==> config.mk <==
export PLATFORM = sky130hd
export DESIGN_NAME = adc_conversion_control
export DESIGN_NICKNAME = d
export VERILOG_FILES = /design/src/adc_ctrl_pkg.sv /design/src/seq_if.sv /design/src/adc_conversion_control.sv /design/src/adc_sequencer.sv
export SDC_FILE = /design/constraint.sdc
export NUM_CORES = 1
export LEC_CHECK = 0
export BUFFER_PORTS_ARGS = -buffer_cell sky130_fd_sc_hd__buf_2
export CAP_MARGIN = 20
export CORE_MARGIN = 3
export CORE_UTILIZATION = 50
export CTS_CLUSTER_DIAMETER = 80
export CTS_CLUSTER_SIZE = 14
export DETAILED_ROUTE_END_ITERATION = 10
export PLACE_DENSITY = 0.75
export SYNTH_ARGS = -nofsm -noshare
export SYNTH_HDL_FRONTEND = slang
export SYNTH_SLANG_ARGS = --single-unit
==> constraint.sdc <==
create_clock -name core_clk -period 3 [get_ports core_clk]
set_input_delay 0.75 -clock core_clk [delete_from_list [all_inputs] [get_ports core_clk]]
set_output_delay 0.75 -clock core_clk [all_outputs]
set_load 0.02 [all_outputs]
==> src/adc_ctrl_pkg.sv <==
// Notes on behaviour
// [RULE_01] Control register bit 7 is unimplemented and always reads as zero.
// [RULE_02] Continuous-run set converts back to back; clear means idle.
// [RULE_03] One-shot starts one conversion; hardware clears it when done.
// [RULE_04] Both run bits set: behave as continuous, ignore the one-shot.
// [RULE_05] Codes 0-3: analog inputs, ratiometric or absolute per config.
// [RULE_06] Codes 4-11: bridge currents, high side then low side, bridges 1-4.
// [RULE_07] Codes 12 to 15 are high-side switch currents one to four.
// [RULE_08] Code 16 supply, 17 die temperature, 18 mirror pin; 19-24 reserved.
// [RULE_09] Codes 25 to 31 are the diagnostic channels, current mux last.
// [RULE_10] Hardware picks the reference from channel code and input config.
// [RULE_11] Ratiometric channels use the sensor supply pins as reference.
// [RULE_12] Absolute channels use the internal voltage reference.
// [RULE_13] The supply channel is attenuated by eight before conversion.
// [RULE_14] Current channels use the current reference and are unsigned.
// [RULE_15] Software selects signed or unsigned result representation.
// [RULE_16] Config holds justify, signed, halt mode, rate; bits 7:6 read zero.
// [RULE_17] Interrupt flags live in their own status register.
// [RULE_18] Channel select writes are ignored while a conversion runs.
// [RULE_19] Halt mode waits for a result read before the next sample.
// [RULE_20] Signed results span -512 to +511, unsigned 0 to 1023.
// [RULE_21] Flags clear by writing one; ready is masked with comparator on.
// [RULE_22] Configuration writes are blocked while the converter is not idle.
// [RULE_23] Cleared continuous-run: the running conversion ends, then idle.
package adc_ctrl_pkg;
    // Offsets are register indices; the byte address is four times each.
    localparam logic [7:0] IDX_FLAGS = 8'h0d;
    localparam logic [7:0] IDX_AINCFG = 8'h10;
    localparam logic [7:0] IDX_CONF = 8'h11;
    localparam logic [7:0] IDX_CTRL = 8'h12;
    localparam logic [7:0] IDX_RESULT = 8'h13;
    localparam logic [7:0] IDX_CMP = 8'h14;

    localparam logic [7:0] REG_RESET = 8'h00;
    localparam logic [7:0] CTRL_MASK = 8'h7f;
    localparam logic [7:0] CONF_MASK = 8'h3f;
    localparam int CTRL_CONT_BIT = 6;
    localparam int CTRL_ONE_BIT = 5;
    localparam int SEL_LSB = 0;
    localparam int SEL_W = 5;
    localparam int CONF_JUST_BIT = 5;
    localparam int CONF_SIGN_BIT = 4;
    localparam int CONF_HALT_BIT = 3;
    localparam int RATE_LSB = 0;
    localparam int RATE_W = 3;
    localparam int AIN_MD_LSB = 0;
    localparam int AIN_TM_LSB = 4;
    localparam int AIN_SN_BIT = 6;
    localparam int AIN_SP_BIT = 7;
    localparam int FLAG_RDY = 0;
    localparam int FLAG_CMP = 1;
    localparam int FLAG_N = 2;
    localparam int CMP_EN_BIT = 0;

    localparam logic [4:0] CH_AIN_LAST = 5'h03;
    localparam logic [4:0] CH_CUR_LAST = 5'h0f;
    localparam logic [4:0] CH_SUPPLY = 5'h10;
    localparam logic [4:0] CH_DIAG_RATIO_A = 5'h19;
    localparam logic [4:0] CH_DIAG_RATIO_B = 5'h1a;
    localparam logic [4:0] CH_CUR_DIAG = 5'h1f;

    localparam int RES_W = 10;
    localparam int RESULT_W = 16;
    localparam int JUST_PAD = 6;
    localparam logic [9:0] SIGN_FLIP = 10'h200;

    localparam logic [1:0] RESP_OKAY = 2'h0;
    localparam logic [1:0] RESP_SLVERR = 2'h2;

    typedef enum logic [1:0] {
        REF_SENSOR = 2'b00,
        REF_INTERNAL = 2'b01,
        REF_CURRENT = 2'b10
    } ref_sel_t;

    typedef enum logic [1:0] {
        ST_IDLE = 2'b00,
        ST_RUN = 2'b01,
        ST_HOLD = 2'b10
    } seq_state_t;
endpackage

==> src/seq_if.sv <==
`timescale 1ns/1ps
interface seq_if;
    logic continuous_run;
    logic one_shot;
    logic halt_mode;
    logic result_unread;
    logic conv_done;
    logic conv_start;
    logic busy;
    logic finish;
    logic clear_one_shot;
    modport ctrl(
        output continuous_run, one_shot, halt_mode, result_unread, conv_done,
        input conv_start, busy, finish, clear_one_shot
    );
    modport seq(
        input continuous_run, one_shot, halt_mode, result_unread, conv_done,
        output conv_start, busy, finish, clear_one_shot
    );
endinterface

==> src/adc_conversion_control.sv <==
`timescale 1ns/1ps
module adc_conversion_control
    import adc_ctrl_pkg::*;
#(
    parameter int ADDR_W = 8
) (
    input wire logic core_clk,
    input wire logic rst_n,
    input wire logic [ADDR_W-1:0] awaddr,
    input wire logic awvalid,
    output logic awready,
    input wire logic [31:0] wdata,
    input wire logic [3:0] wstrb,
    input wire logic wvalid,
    output logic wready,
    output logic [1:0] bresp,
    output logic bvalid,
    input wire logic bready,
    input wire logic [ADDR_W-1:0] araddr,
    input wire logic arvalid,
    output logic arready,
    output logic [31:0] rdata,
    output logic [1:0] rresp,
    output logic rvalid,
    input wire logic rready,
    input wire logic conv_done,
    input wire logic [RES_W-1:0] conv_data,
    input wire logic comparator_event,
    output logic conv_start,
    output logic [SEL_W-1:0] mux_channel,
    output logic [1:0] ref_select,
    output logic supply_attenuate,
    output logic [RATE_W-1:0] sample_rate_code,
    output logic sensor_supply_switch,
    output logic sensor_ground_switch,
    output logic [1:0] diode_current_enable,
    output logic adc_event
);
    localparam int IW = ADDR_W - 2;

    if (ADDR_W < 7 || ADDR_W > 32) begin : g_addr_check
        $error("ADDR_W must lie between 7 and 32");
    end

    seq_if sq();

    logic [7:0] ain_cfg;
    logic [7:0] conf;
    logic continuous_run;
    logic one_shot;
    logic [SEL_W-1:0] channel_select;
    logic [FLAG_N-1:0] flags;
    logic comparator_enable;
    logic [RESULT_W-1:0] result;
    logic result_unread;

    logic aw_held;
    logic w_held;
    logic [IW-1:0] wr_index;
    logic [31:0] wr_data;
    logic [3:0] wr_strb;
    logic wr_do;
    logic wr_lane;
    logic rd_take;
    logic [IW-1:0] rd_index;
    logic rd_hit;
    logic wr_hit;
    logic [31:0] rd_mux;
    ref_sel_t kind;
    logic fmt_signed;
    logic [RES_W-1:0] code;
    logic [FLAG_N-1:0] flag_set;
    logic [FLAG_N-1:0] flag_clr;

    adc_sequencer u_seq (
        .core_clk(core_clk),
        .rst_n(rst_n),
        .sq(sq)
    );

    // One-shot is ignored while continuous mode holds the sequencer. [RULE_04]
    assign sq.continuous_run = continuous_run;
    assign sq.one_shot = one_shot;
    assign sq.halt_mode = conf[CONF_HALT_BIT];
    assign sq.result_unread = result_unread;
    assign sq.conv_done = conv_done;
    assign conv_start = sq.conv_start;

    // Write address and data are taken in either order, then applied once.
    assign awready = ~aw_held & ~bvalid;
    assign wready = ~w_held & ~bvalid;
    assign wr_do = aw_held & w_held & ~bvalid;
    assign wr_lane = wr_do & wr_strb[0];
    assign arready = ~rvalid;
    assign rd_take = arvalid & arready;
    assign rd_index = araddr[ADDR_W-1:2];

    always_ff @(posedge core_clk or negedge rst_n) begin
        if (!rst_n) begin
            aw_held <= 1'b0;
            wr_index <= '0;
        end else if (awvalid && awready) begin
            aw_held <= 1'b1;
            wr_index <= awaddr[ADDR_W-1:2];
        end else if (wr_do) begin
            aw_held <= 1'b0;
        end
    end

    always_ff @(posedge core_clk or negedge rst_n) begin
        if (!rst_n) begin
            w_held <= 1'b0;
            wr_data <= '0;
            wr_strb <= '0;
        end else if (wvalid && wready) begin
            w_held <= 1'b1;
            wr_data <= wdata;
            wr_strb <= wstrb;
        end else if (wr_do) begin
            w_held <= 1'b0;
        end
    end

    function automatic logic is_mapped(input logic [IW-1:0] idx);
        return idx == IW'(IDX_FLAGS) || idx == IW'(IDX_AINCFG)
            || idx == IW'(IDX_CONF) || idx == IW'(IDX_CTRL)
            || idx == IW'(IDX_RESULT) || idx == IW'(IDX_CMP);
    endfunction

    assign wr_hit = is_mapped(wr_index);
    assign rd_hit = is_mapped(rd_index);

    always_ff @(posedge core_clk or negedge rst_n) begin
        if (!rst_n) begin
            bvalid <= 1'b0;
            bresp <= RESP_OKAY;
        end else if (wr_do) begin
            bvalid <= 1'b1;
            bresp <= wr_hit ? RESP_OKAY : RESP_SLVERR;
        end else if (bready) begin
            bvalid <= 1'b0;
        end
    end

    // Input configuration also freezes while a conversion is under way.
    always_ff @(posedge core_clk or negedge rst_n) begin
        if (!rst_n) begin
            ain_cfg <= REG_RESET;
        end else if (wr_lane && wr_index == IW'(IDX_AINCFG) && !sq.busy) begin
            ain_cfg <= wr_data[7:0];
        end
    end

    always_ff @(posedge core_clk or negedge rst_n) begin
        if (!rst_n) begin
            conf <= REG_RESET; // [RULE_16]
        end else if (wr_lane && wr_index == IW'(IDX_CONF) && !sq.busy) begin
            conf <= wr_data[7:0] & CONF_MASK; // [RULE_16] [RULE_22]
        end
    end

    always_ff @(posedge core_clk or negedge rst_n) begin
        if (!rst_n) begin
            channel_select <= '0;
        end else if (wr_lane && wr_index == IW'(IDX_CTRL) && !sq.busy) begin
            channel_select <= wr_data[SEL_LSB +: SEL_W]; // [RULE_18]
        end
    end

    // The run bits stay writable so that software can always stop a run.
    always_ff @(posedge core_clk or negedge rst_n) begin
        if (!rst_n) begin
            continuous_run <= 1'b0;
            one_shot <= 1'b0;
        end else if (wr_lane && wr_index == IW'(IDX_CTRL)) begin
            continuous_run <= wr_data[CTRL_CONT_BIT]; // [RULE_02]
            one_shot <= wr_data[CTRL_ONE_BIT];
        end else if (sq.clear_one_shot) begin
            one_shot <= 1'b0; // [RULE_03]
        end
    end

    always_ff @(posedge core_clk or negedge rst_n) begin
        if (!rst_n) begin
            comparator_enable <= 1'b0;
        end else if (wr_lane && wr_index == IW'(IDX_CMP)) begin
            comparator_enable <= wr_data[CMP_EN_BIT];
        end
    end

    // Set wins over a write-one clear in the same cycle. [RULE_17]
    assign flag_set[FLAG_RDY] = sq.finish;
    assign flag_set[FLAG_CMP] = comparator_event;
    for (genvar i = 0; i < FLAG_N; i++) begin : g_flag
        assign flag_clr[i] = wr_lane && wr_index == IW'(IDX_FLAGS)
            && wr_data[i]; // [RULE_21]
        always_ff @(posedge core_clk or negedge rst_n) begin
            if (!rst_n) begin
                flags[i] <= 1'b0;
            end else begin
                flags[i] <= flag_set[i] | (flags[i] & ~flag_clr[i]);
            end
        end
    end

    // Ready is hidden from the event line whenever the comparator runs.
    assign adc_event = (flags[FLAG_RDY] & ~comparator_enable)
        | flags[FLAG_CMP]; // [RULE_21]

    function automatic ref_sel_t decode_ref(input logic [SEL_W-1:0] ch,
                                            input logic [7:0] ain);
        logic [3:0] md;
        logic [1:0] tm;
        ref_sel_t r;
        md = ain[AIN_MD_LSB +: 4];
        tm = ain[AIN_TM_LSB +: 2];
        r = REF_INTERNAL; // [RULE_08] [RULE_12]
        if (ch <= CH_AIN_LAST) begin
            // Diode mode on inputs three and four overrides the mode bit.
            if (md[ch[1:0]] || (ch[1] && tm[ch[0]])) begin // [RULE_05]
                r = REF_INTERNAL; // [RULE_12]
            end else begin
                r = REF_SENSOR; // [RULE_11]
            end
        end else if (ch <= CH_CUR_LAST || ch == CH_CUR_DIAG) begin
            r = REF_CURRENT; // [RULE_06] [RULE_07] [RULE_14]
        end else if (ch == CH_DIAG_RATIO_A || ch == CH_DIAG_RATIO_B) begin
            r = REF_SENSOR; // [RULE_09]
        end
        return r;
    endfunction

    assign kind = decode_ref(channel_select, ain_cfg); // [RULE_10]

    always_ff @(posedge core_clk or negedge rst_n) begin
        if (!rst_n) begin
            mux_channel <= '0;
            ref_select <= REF_SENSOR;
            supply_attenuate <= 1'b0;
            sample_rate_code <= '0;
            sensor_supply_switch <= 1'b0;
            sensor_ground_switch <= 1'b0;
            diode_current_enable <= '0;
        end else begin
            mux_channel <= channel_select;
            ref_select <= kind; // [RULE_10]
            supply_attenuate <= (channel_select == CH_SUPPLY); // [RULE_13]
            sample_rate_code <= conf[RATE_LSB +: RATE_W];
            sensor_supply_switch <= ain_cfg[AIN_SP_BIT];
            sensor_ground_switch <= ain_cfg[AIN_SN_BIT];
            diode_current_enable <= ain_cfg[AIN_TM_LSB +: 2];
        end
    end

    // Offset-binary from the converter becomes two's complement by the MSB.
    assign fmt_signed = conf[CONF_SIGN_BIT]
        & (kind != REF_CURRENT); // [RULE_14]
    assign code = fmt_signed ? (conv_data ^ SIGN_FLIP) : conv_data; // [RULE_15]

    always_ff @(posedge core_clk or negedge rst_n) begin
        if (!rst_n) begin
            result <= '0;
        end else if (sq.finish) begin
            if (conf[CONF_JUST_BIT]) begin
                result <= {{JUST_PAD{fmt_signed & code[RES_W-1]}}, code};
            end else begin
                result <= {code, {JUST_PAD{1'b0}}}; // [RULE_20]
            end
        end
    end

    // A finishing conversion wins over a read of the old result.
    always_ff @(posedge core_clk or negedge rst_n) begin
        if (!rst_n) begin
            result_unread <= 1'b0;
        end else if (sq.finish) begin
            result_unread <= 1'b1;
        end else if (rd_take && rd_index == IW'(IDX_RESULT)) begin
            result_unread <= 1'b0; // [RULE_19]
        end
    end

    always_comb begin
        rd_mux = '0;
        if (rd_index == IW'(IDX_FLAGS)) begin
            rd_mux = 32'(flags); // [RULE_17]
        end else if (rd_index == IW'(IDX_AINCFG)) begin
            rd_mux = 32'(ain_cfg);
        end else if (rd_index == IW'(IDX_CONF)) begin
            rd_mux = 32'(conf);
        end else if (rd_index == IW'(IDX_CTRL)) begin
            rd_mux = 32'({continuous_run, one_shot,
                channel_select}); // [RULE_01]
        end else if (rd_index == IW'(IDX_RESULT)) begin
            rd_mux = 32'(result);
        end else if (rd_index == IW'(IDX_CMP)) begin
            rd_mux = 32'(comparator_enable);
        end
    end

    always_ff @(posedge core_clk or negedge rst_n) begin
        if (!rst_n) begin
            rvalid <= 1'b0;
            rdata <= '0;
            rresp <= RESP_OKAY;
        end else if (rd_take) begin
            rvalid <= 1'b1;
            rdata <= rd_mux;
            rresp <= rd_hit ? RESP_OKAY : RESP_SLVERR;
        end else if (rready) begin
            rvalid <= 1'b0;
        end
    end
endmodule

==> src/adc_sequencer.sv <==
`timescale 1ns/1ps
module adc_sequencer
    import adc_ctrl_pkg::*;
(
    input wire logic core_clk,
    input wire logic rst_n,
    seq_if.seq sq
);
    seq_state_t state;
    logic next_start;
    logic start_q;

    always_comb begin
        next_start = 1'b0;
        case (state)
            ST_IDLE: next_start = sq.continuous_run | sq.one_shot;
            ST_RUN: next_start = sq.conv_done & sq.continuous_run
                & ~sq.halt_mode; // [RULE_02]
            ST_HOLD: next_start = sq.continuous_run
                & ~sq.result_unread; // [RULE_19]
            default: next_start = 1'b0;
        endcase
    end

    always_ff @(posedge core_clk or negedge rst_n) begin
        if (!rst_n) begin
            state <= ST_IDLE;
        end else begin
            case (state)
                ST_IDLE: begin
                    if (sq.continuous_run || sq.one_shot) begin // [RULE_03]
                        state <= ST_RUN;
                    end
                end
                ST_RUN: begin
                    // A cleared run bit only takes effect at the end. [RULE_23]
                    if (sq.conv_done) begin
                        if (!sq.continuous_run) begin
                            state <= ST_IDLE;
                        end else if (sq.halt_mode) begin
                            state <= ST_HOLD; // [RULE_19]
                        end
                    end
                end
                ST_HOLD: begin
                    if (!sq.continuous_run) begin
                        state <= ST_IDLE;
                    end else if (!sq.result_unread) begin
                        state <= ST_RUN;
                    end
                end
                default: state <= ST_IDLE;
            endcase
        end
    end

    always_ff @(posedge core_clk or negedge rst_n) begin
        if (!rst_n) begin
            start_q <= 1'b0;
        end else begin
            start_q <= next_start;
        end
    end

    assign sq.conv_start = start_q;
    assign sq.busy = (state != ST_IDLE);
    assign sq.finish = (state == ST_RUN) & sq.conv_done;
    // The one-shot is spent by any finished conversion that ends the run.
    assign sq.clear_one_shot = sq.finish & ~sq.continuous_run; // [RULE_03]
endmodule

==> flow_summary.toml, run 1 <==
[outcome]
outcome = "finished, final reports clean"

[detailed_routing]
routedWlPerCell_um = 16.07
first_iter_violations = 170
drc = 0
ant_nets = 0
vias = 2897
drt-total-wl_mm = 8.643
dr.pass1.iters = 5
via_per_inst = 5.385

[timing]
skew_ps = 9.438
fmax_ghz = 0.5247
finalCritPeriodShare = 0.6353
fin_hold_ws_ps = 401.7
hold_viol_final = 0
slew_violations = 0
worst_pin_slew_ps = 778.2
fin_crit_ps = 1906
setup_viol = 0
grt_setup_unrepaired = "no"
max-slew-margin-rel = 0.4797
tns_ps = 0

[final_layout]
drive_above_1_share = 0.3372
n_antenna_cell = 0
seqCellArea_mm2 = 0.002402
multi_input_area_mm2 = 0.001632
area_growth_pct = 14.79
fin_cells = 538
fillers = 649
fin_nets = 504
utilization = 0.6084

[yosys]
synth_most_common_cell = "dfrtp_1"
synth_commonest_cells = "dfrtp_1 (96), nand2_1 (36), mux2_2 (34)"
synth.area.top_cells = "dfrtp_1 (57%), mux2_2 (9.1%), buf_4 (3.4%)"
postSynth.asyncResetShare = 1.000
syn_area_mm2 = 0.004223
ys_types = 48
synth_ff_type = "dfrtp_1"
netlist_instances = 353
syn_avg_cell_area_um2 = 11.96
ys_ff_latch = 96
yosysWarnings = 0
synth_top_area_cell = "dfrtp_1"
synth_edf_count = 0
ys_seq_area_frac = 0.5689
synth_top_area_share = 0.5689

[cts]
htree_levels = 3
cts_setup_buffers = 0
ctsHoldBuffers = 0
clock-sinks = 96
cts-resized-gates = 0
numCtsBuffers = 9
insertion_delay_ps = 360
cts_tree = "done"
clockBufferDepth = 2
clk_pin_slew_worst_paths_ps = 90
root_buffer = "clkbuf_8"

[global_routing]
grt-ovfl-total = 0
grt_pass1_wl_mm = 14.61
grt_max_degree = 53
antenna_found_initial = 0
grt_pass1_vias = 2906
grt_use_total = 0.1910

[critical_path]
crit_path_cell_trace = "a21o_1 -> buf_2"
worstSetupStartpointType = "flop"
crit_fanout = 4
crit_path_top_delay_cell = "dfrtp_1"
end_kind = "output port"
crit_type = "flop to output port"
max_stage_delay_ps = 440
arrival_ps = 1160
cp.required_ps = 2250
r2r.worst_path.cells = 7

[die]
die_w_um = 97.90
rows = 32
start_util = 0.5300
core_mm2 = 0.007968
die_y_um = 97.90
pin_count = 129
dieArea_mm2 = 0.009584

[power]
ir_worst_vdd_mv = 0.4817
power_density_mw_per_mm2 = 825.1
p_leak_nw = 2.480

[place]
dpl.hpwl_mm = 6.461
place_congestion = 0.8396
placed_cells = 523
numPortBuffers = 79

[flow_run]
maxCapViolations = 0

[min_path]
min_path_type = "primary input to asynchronous set/reset pin"
final timing paths:
check | startpoint | to | slack, ps
min in group core_clk | conf[2] | sample_rate_code[2] | 410
min | rst_n | bresp[1] | 400
max reg2reg | channel_select[0] | result[14] | 1180
min reg2reg | conf[2] | sample_rate_code[2] | 410
max in group asynchronous | rst_n | diode_current_enable[1] | 1930
max | flags[0] | adc_event | 1090
cells in the final DEF, fill, tap and decap left out, types with 6 or more instances in the layout:
cell type	synthesis	layout
conb_1	1	18
inv_1	13	13
buf_2	4	78
nor2_1	15	15
clkbuf_8	0	9
o21ai_0	26	26
a21oi_1	13	13
mux2_2	34	34
nand2_1	36	36
a22o_1	12	12
dfrtp_1	96	96
mux2i_1	6	6
metal layers:
metal	GRT usage	vias to the layer above	share of wire
li1	-	1369	-
met1	0.2526	1433	0.43
met2	0.3099	82	0.50
met3	0.03643	13	0.049
met4	0.08094	0	0.021
met5	0	-	0
critical path, delay by kind of cell (launching register included):
kind / cells / cell delay, ps
buffers and inverters: 1 / 150
flip-flops: 1 / 440
AO/OA/AOI/OAI: 1 / 200
power by group:
group / switching, W / internal, W / total [W]
clock network: 0.000439 / 0.000462 / 0.000901
logic: 0.000574 / 0.000493 / 0.00107
registers: 0.000357 / 0.00168 / 0.00203
total: 0.00137 / 0.00263 / 0.00400
logic make-up after synthesis:
logic type	after synthesis	share of synthesized area
flops	96	0.5689
buf+inv	45	0.05985
other cells	1	0.0008880
mux	45	0.1316
simple gates	94	0.1274
compound gates	70	0.1064
fa+ha+maj	1	0.002962
xor+xnor	1	0.002074
through the flow:
step                      power, W  cell area [um2]  setup slack [ps]
after global placement    0.003066             4638             842.5
after CTS                 0.004027             4847              1093
after global routing      0.004241             4847              1018
after detailed placement  0.003136             4638             844.4
after floorplan           0.002773             4287              1144
final                     0.004000             4847              1094
registers in the layout, summed over array words and instances, names as in the netlist, 2 cells and up:
name,cells
ain_cfg,8
wr_index,6
u_seq.state,2
rdata,16
flags,2
conf,6
diode_current_enable,2
sample_rate_code,3
channel_select,5
ref_select,2
result,16
wr_data,8
mux_channel,5
layout make-up:
type | instances | area share
flip-flops and latches | 96 | 0.4956
inverters | 13 | 0.01007
multi-input cells | 229 | 0.3366
well taps | 102 | 0.02633
clock inverters | 6 | 0.01755
clock buffers | 9 | 0.02556
repair buffers | 83 | 0.08828
Note: power is estimated with default switching activity, not from simulation.
==> inputs of run 2 (changes only) <==
Settings changed: CORE_UTILIZATION 50 to 46, PLACE_DENSITY 0.75 to 0.73.
Clock period 3 ns to 1.65 ns, I/O delays scaled along.
==> flow_summary.toml, run 2 (synthesis results as in run 1) <==
[outcome]
outcome = "finished, final reports clean"

[die]
die_w_um = 101.8
die_y_um = 101.8
pin_count = 129
core_mm2 = 0.008806
rows = 34
dieArea_mm2 = 0.01037
start_util = 0.4795

[power]
clkPwrFrac = 0.218
power_density_mw_per_mm2 = 1500
p_switching_w = 0.002642
switching_share = 0.3397
ir_worst_vdd_mv = 0.7404
p_leak_nw = 2.650
pwr-share-comb = 0.315
power_frac_seq = 0.468
internal_power_w = 0.005135

[cts]
clk_pin_slew_worst_paths_ps = 90
root_buffer = "clkbuf_8"
clock-sinks = 96
htree_levels = 3
insertion_delay_ps = 360
numCtsBuffers = 9
clockBufferDepth = 2
cts_tree = "done"

[final_layout]
utilization = 0.5887
fin_nets = 532
layout_common_cells = "dfrtp_1 (94), buf_2 (76), nand2_1 (36), mux2_2 (34), buf_4 (30)"
largest_registers = "rdata: 16 flops, result: 16 flops"
drive_above_1_share = 0.4022
area_growth_pct = 22.76
fin_cells = 573
final_common_cell = "dfrtp_1"
n_antenna_cell = 0
final_cell_area_mm2 = 0.005184

[flow_run]
maxCapViolations = 0

[min_path]
min_path_type = "primary input to flop"

[global_routing]
grt-ovfl-total = 0
grt_use_total = 0.1862
grt_max_degree = 38
antenna_found_initial = 0
grt_pass1_vias = 2921
grt_pass1_wl_mm = 14.81

[timing]
skew_ps = 3.930
slew_violations = 0
finalCritPeriodShare = 0.9556
fin_hold_ws_ps = 215.8
fin_crit_ps = 1577
fmax_ghz = 0.6342
setup_viol = 0
hold_viol_final = 0

[detailed_routing]
wl_met2_mm = 4.515
drc = 0
dr.pass1.iters = 4
first_iter_violations = 154
met1_length_mm = 3.995
met3WireLength_um = 497
ant_nets = 0
drt-total-wl_mm = 9.134
routed.top_layer = "met4"
via_per_inst = 5.257
routedWlPerCell_um = 15.94
vias = 3012

[place]
numPortBuffers = 79
place_congestion = 0.8557
placed_cells = 552
post_dp_cell_area_mm2 = 0.004848
dpl.hpwl_mm = 6.796

[critical_path]
end_kind = "flop"
arrival_ps = 1830
crit_path_cell_trace = "nand2b_1 -> nor3_2 -> buf_4 -> nand3_2 -> mux2_2"
worstSetupStartpointType = "flop"
crit_path_top_delay_cell = "dfrtp_1"
crit_fanout = 5
max_stage_delay_ps = 420
crit_type = "flop to flop"
cp.required_ps = 1900
-- run 2: changes by cell type in the layout (fill, tap and decap cells not counted), sizes merged --
cell	before	now
buf	83	110
clkbuf	9	11
clkinv	2	1
dlygate4sd3	0	1
-- run 2: through the flow --
step	total power, W	worst slack, ps	setup TNS (ps)
final	0.007778	73.19	0
after global routing	0.008290	-26.08	-26.08
after CTS	0.007634	3.582	0
after detailed placement	0.005932	-40.90	-59.02
after global placement	0.005828	56.06	0
after floorplan	0.005053	45.08	0
-- run 2: worst paths after layout --
kind	slack, ps	cells after the start	to	startpoint
hold reg to reg	410	0	sample_rate_code[0]	conf[0]
setup / recovery	70	5	channel_select[0]	wr_index[5]
setup reg to reg	70	5	channel_select[0]	wr_index[5]
hold / removal	220	2	bvalid	bready
min in group asynchronous	530	2	result[15]	rst_n
max in group asynchronous	520	3	rdata[4]	rst_n
-- run 2: repair_timing --
item,in CTS,in global routing
hold buffers,1,0
endpoints found under the setup margin,6,18
gates resized for setup,2,20
hold endpoints to repair,27,0
pin swaps,1,1
buffers inserted,0,4
-- run 2: cell type report --
class,instances,area (um2)
tap,108,135.1
clock buffer,11,141.4
clock inverter,5,80.08
inverter,13,48.80
multi-input combinational,229,1695
timing repair buffer,111,678.2
fill,729,3622
sequential,96,2405
-- run 2: power groups by stage --
stage / Sequential (W) / Clock (W) / Combinational [W]
2_1_floorplan: 0.00372 / 0 / 0.00133
3_3_place_gp: 0.00362 / 0 / 0.00221
3_5_place_dp: 0.00366 / 0 / 0.00227
4_1_cts: 0.00361 / 0.00173 / 0.00229
5_1_grt: 0.00373 / 0.00183 / 0.00273
6_report: 0.00364 / 0.00169 / 0.00245
-- run 2: critical path, delay by kind of cell (launching register included) --
family                 cells  cell delay (ps)
AND/OR/NAND/NOR            3              550
flip-flops                 1              420
multiplexers               1              320
buffers and inverters      1              170
-- run 2: metal layers --
layer | vias up | GRT usage
li1 | 1427 | -
met1 | 1486 | 0.2540
met2 | 90 | 0.2912
met3 | 9 | 0.04710
met4 | 0 | 0.06761
met5 | - | 0
==> inputs of run 3 (changes only) <==
Settings changed: BUFFER_PORTS_ARGS -buffer_cell sky130_fd_sc_hd__buf_2 to default, CORE_UTILIZATION 46 to 50, DONT_BUFFER_PORTS from default to 1, PLACE_DENSITY 0.73 to 0.65.
==> flow_summary.toml, run 3 (synthesis results as in run 1) <==
[cts]
clk_pin_slew_worst_paths_ps = 100
root_buffer = "clkbuf_8"
clockBufferDepth = 2
clock-sinks = 96
htree_levels = 3
numCtsBuffers = 9
cts_tree = "done"
insertion_delay_ps = 360

[die]
rows = 32
die_w_um = 97.90
dieArea_mm2 = 0.009584
core_mm2 = 0.007968
pin_count = 129
start_util = 0.5300
die_y_um = 97.90

[detailed_routing]
dr.pass1.iters = 4
via_per_inst = 5.586
ant_nets = 0
vias = 2687
first_iter_violations = 138
drt-total-wl_mm = 8.476
drc = 0
routedWlPerCell_um = 17.62

[timing]
hold_viol_final = 96
skew_ps = 9.171
slew_violations = 0
setup_viol = 0
finalCritPeriodShare = 0.9696
fin_crit_ps = 1600
fmax_ghz = 0.6251
fin_ws_ps = 50.15
fin_hold_ws_ps = -264.4

[final_layout]
fin_nets = 446
largest_registers = "rdata: 16 flops, result: 16 flops"
layout_common_cells = "dfrtp_1 (96), nand2_1 (36), mux2_2 (34), o21ai_0 (25), buf_4 (20)"
final_common_cell = "dfrtp_1"
fin_cells = 481
final_cell_area_mm2 = 0.004693
n_antenna_cell = 0
drive_above_1_share = 0.2612
area_growth_pct = 11.14

[place]
numPortBuffers = 0
place_congestion = 0.8025
dpl.hpwl_mm = 6.205
placed_cells = 462
dp_slack_ps = -18.86
post_dp_cell_area_mm2 = 0.004405

[global_routing]
grt_use_total = 0.1834
grt_use_met2 = 0.2801
grt_pass1_wl_mm = 13.94
grt_use_met3 = 0.05643
grt_pass1_vias = 2701
top_usage_layer = "met2"
antenna_found_initial = 0
grt-ovfl-total = 0
met1_usage = 0.2506
grt_max_degree = 97

[power]
power_w = 0.007379
p_leak_nw = 2.254
ir_worst_vdd_mv = 0.6888
power_density_mw_per_mm2 = 1572

[critical_path]
crit_fanout = 6
arrival_ps = 1840
cp.required_ps = 1890
worstSetupStartpointType = "flop"
crit_type = "flop to flop"
end_kind = "flop"

[outcome]
violations = "hold timing"
outcome = "finished, violations left"

[min_path]
min_path_type = "primary input to asynchronous set/reset pin"

[flow_run]
maxCapViolations = 0
run 3: cell types whose count changed in the layout (fill, tap and decap cells not counted), moves of 2 or more:
| cell | delta |
|---|---|
| dfrtp_1 | +2 |
| buf_4 | -10 |
| buf_2 | -76 |
| inv_6 | +2 |
| dfrtp_2 | -2 |
run 3: area by class of cell:
cell class / count / area, um2
multi-input cells: 229 / 1690
clock buffers: 9 / 123.9
inverters: 13 / 48.80
well taps: 102 / 127.6
fillers: 680 / 3274
flip-flops and latches: 96 / 2402
repair buffers: 25 / 224.0
clock inverters: 7 / 76.32
run 3: metal layers:
metal  vias to the layer above  wire length [um]
met3                        13               509
met2                        79              4009
met5                         -                 0
met4                         0               138
li1                       1255                 -
met1                      1340              3820
run 3: path summary, 6_finish.rpt:
| kind | startpoint | cells after the start | slack [ps] | to |
|---|---|---|---|---|
| worst min register to register | conf[0] | 0 | 400 | sample_rate_code[0] |
| worst max-delay path | channel_select[2] | 7 | 50 | result[10] |
| min in group core_clk | rready | 1 | 140 | rvalid |
| worst max register to register | channel_select[2] | 7 | 50 | result[10] |
| worst min-delay path | rst_n | 0 | -260 | mux_channel[2] |
| max in group asynchronous | rst_n | 0 | 1770 | result[3] |
run 3: power by group:
group	switching (W)	internal, W
Clock	0.000848	0.000717
Combinational	0.000911	0.00106
Sequential	0.000793	0.00305
Total	0.00255	0.00483
run 3: critical path: stages (launching register included):
cell,delay [ps]
dfrtp_1,430
nand3_2,120
o22ai_4,220
nor2_2,80
ha_1,180
and2_2,230
a21oi_1,150
o21ai_1,80
run 3: repair_timing:
| action | CTS | global route |
|---|---|---|
| buffers inserted | 0 | 3 |
| pin swaps | 0 | 2 |
| endpoints found under the hold margin | 96 | 96 |
| setup endpoints to repair | 5 | 22 |
| resized for setup | 2 | 13 |
run 3: stage by stage:
| step | util | setup TNS (ps) |
|---|---|---|
| 3_5_place_dp | 0.5529 | -36.79 |
| 6_report | 0.5890 | 0 |
| 2_1_floorplan | - | 0 |
| 5_1_grt | 0.5890 | -36.66 |
| 3_3_place_gp | 0.5529 | 0 |
| 4_1_cts | 0.5791 | 0 |
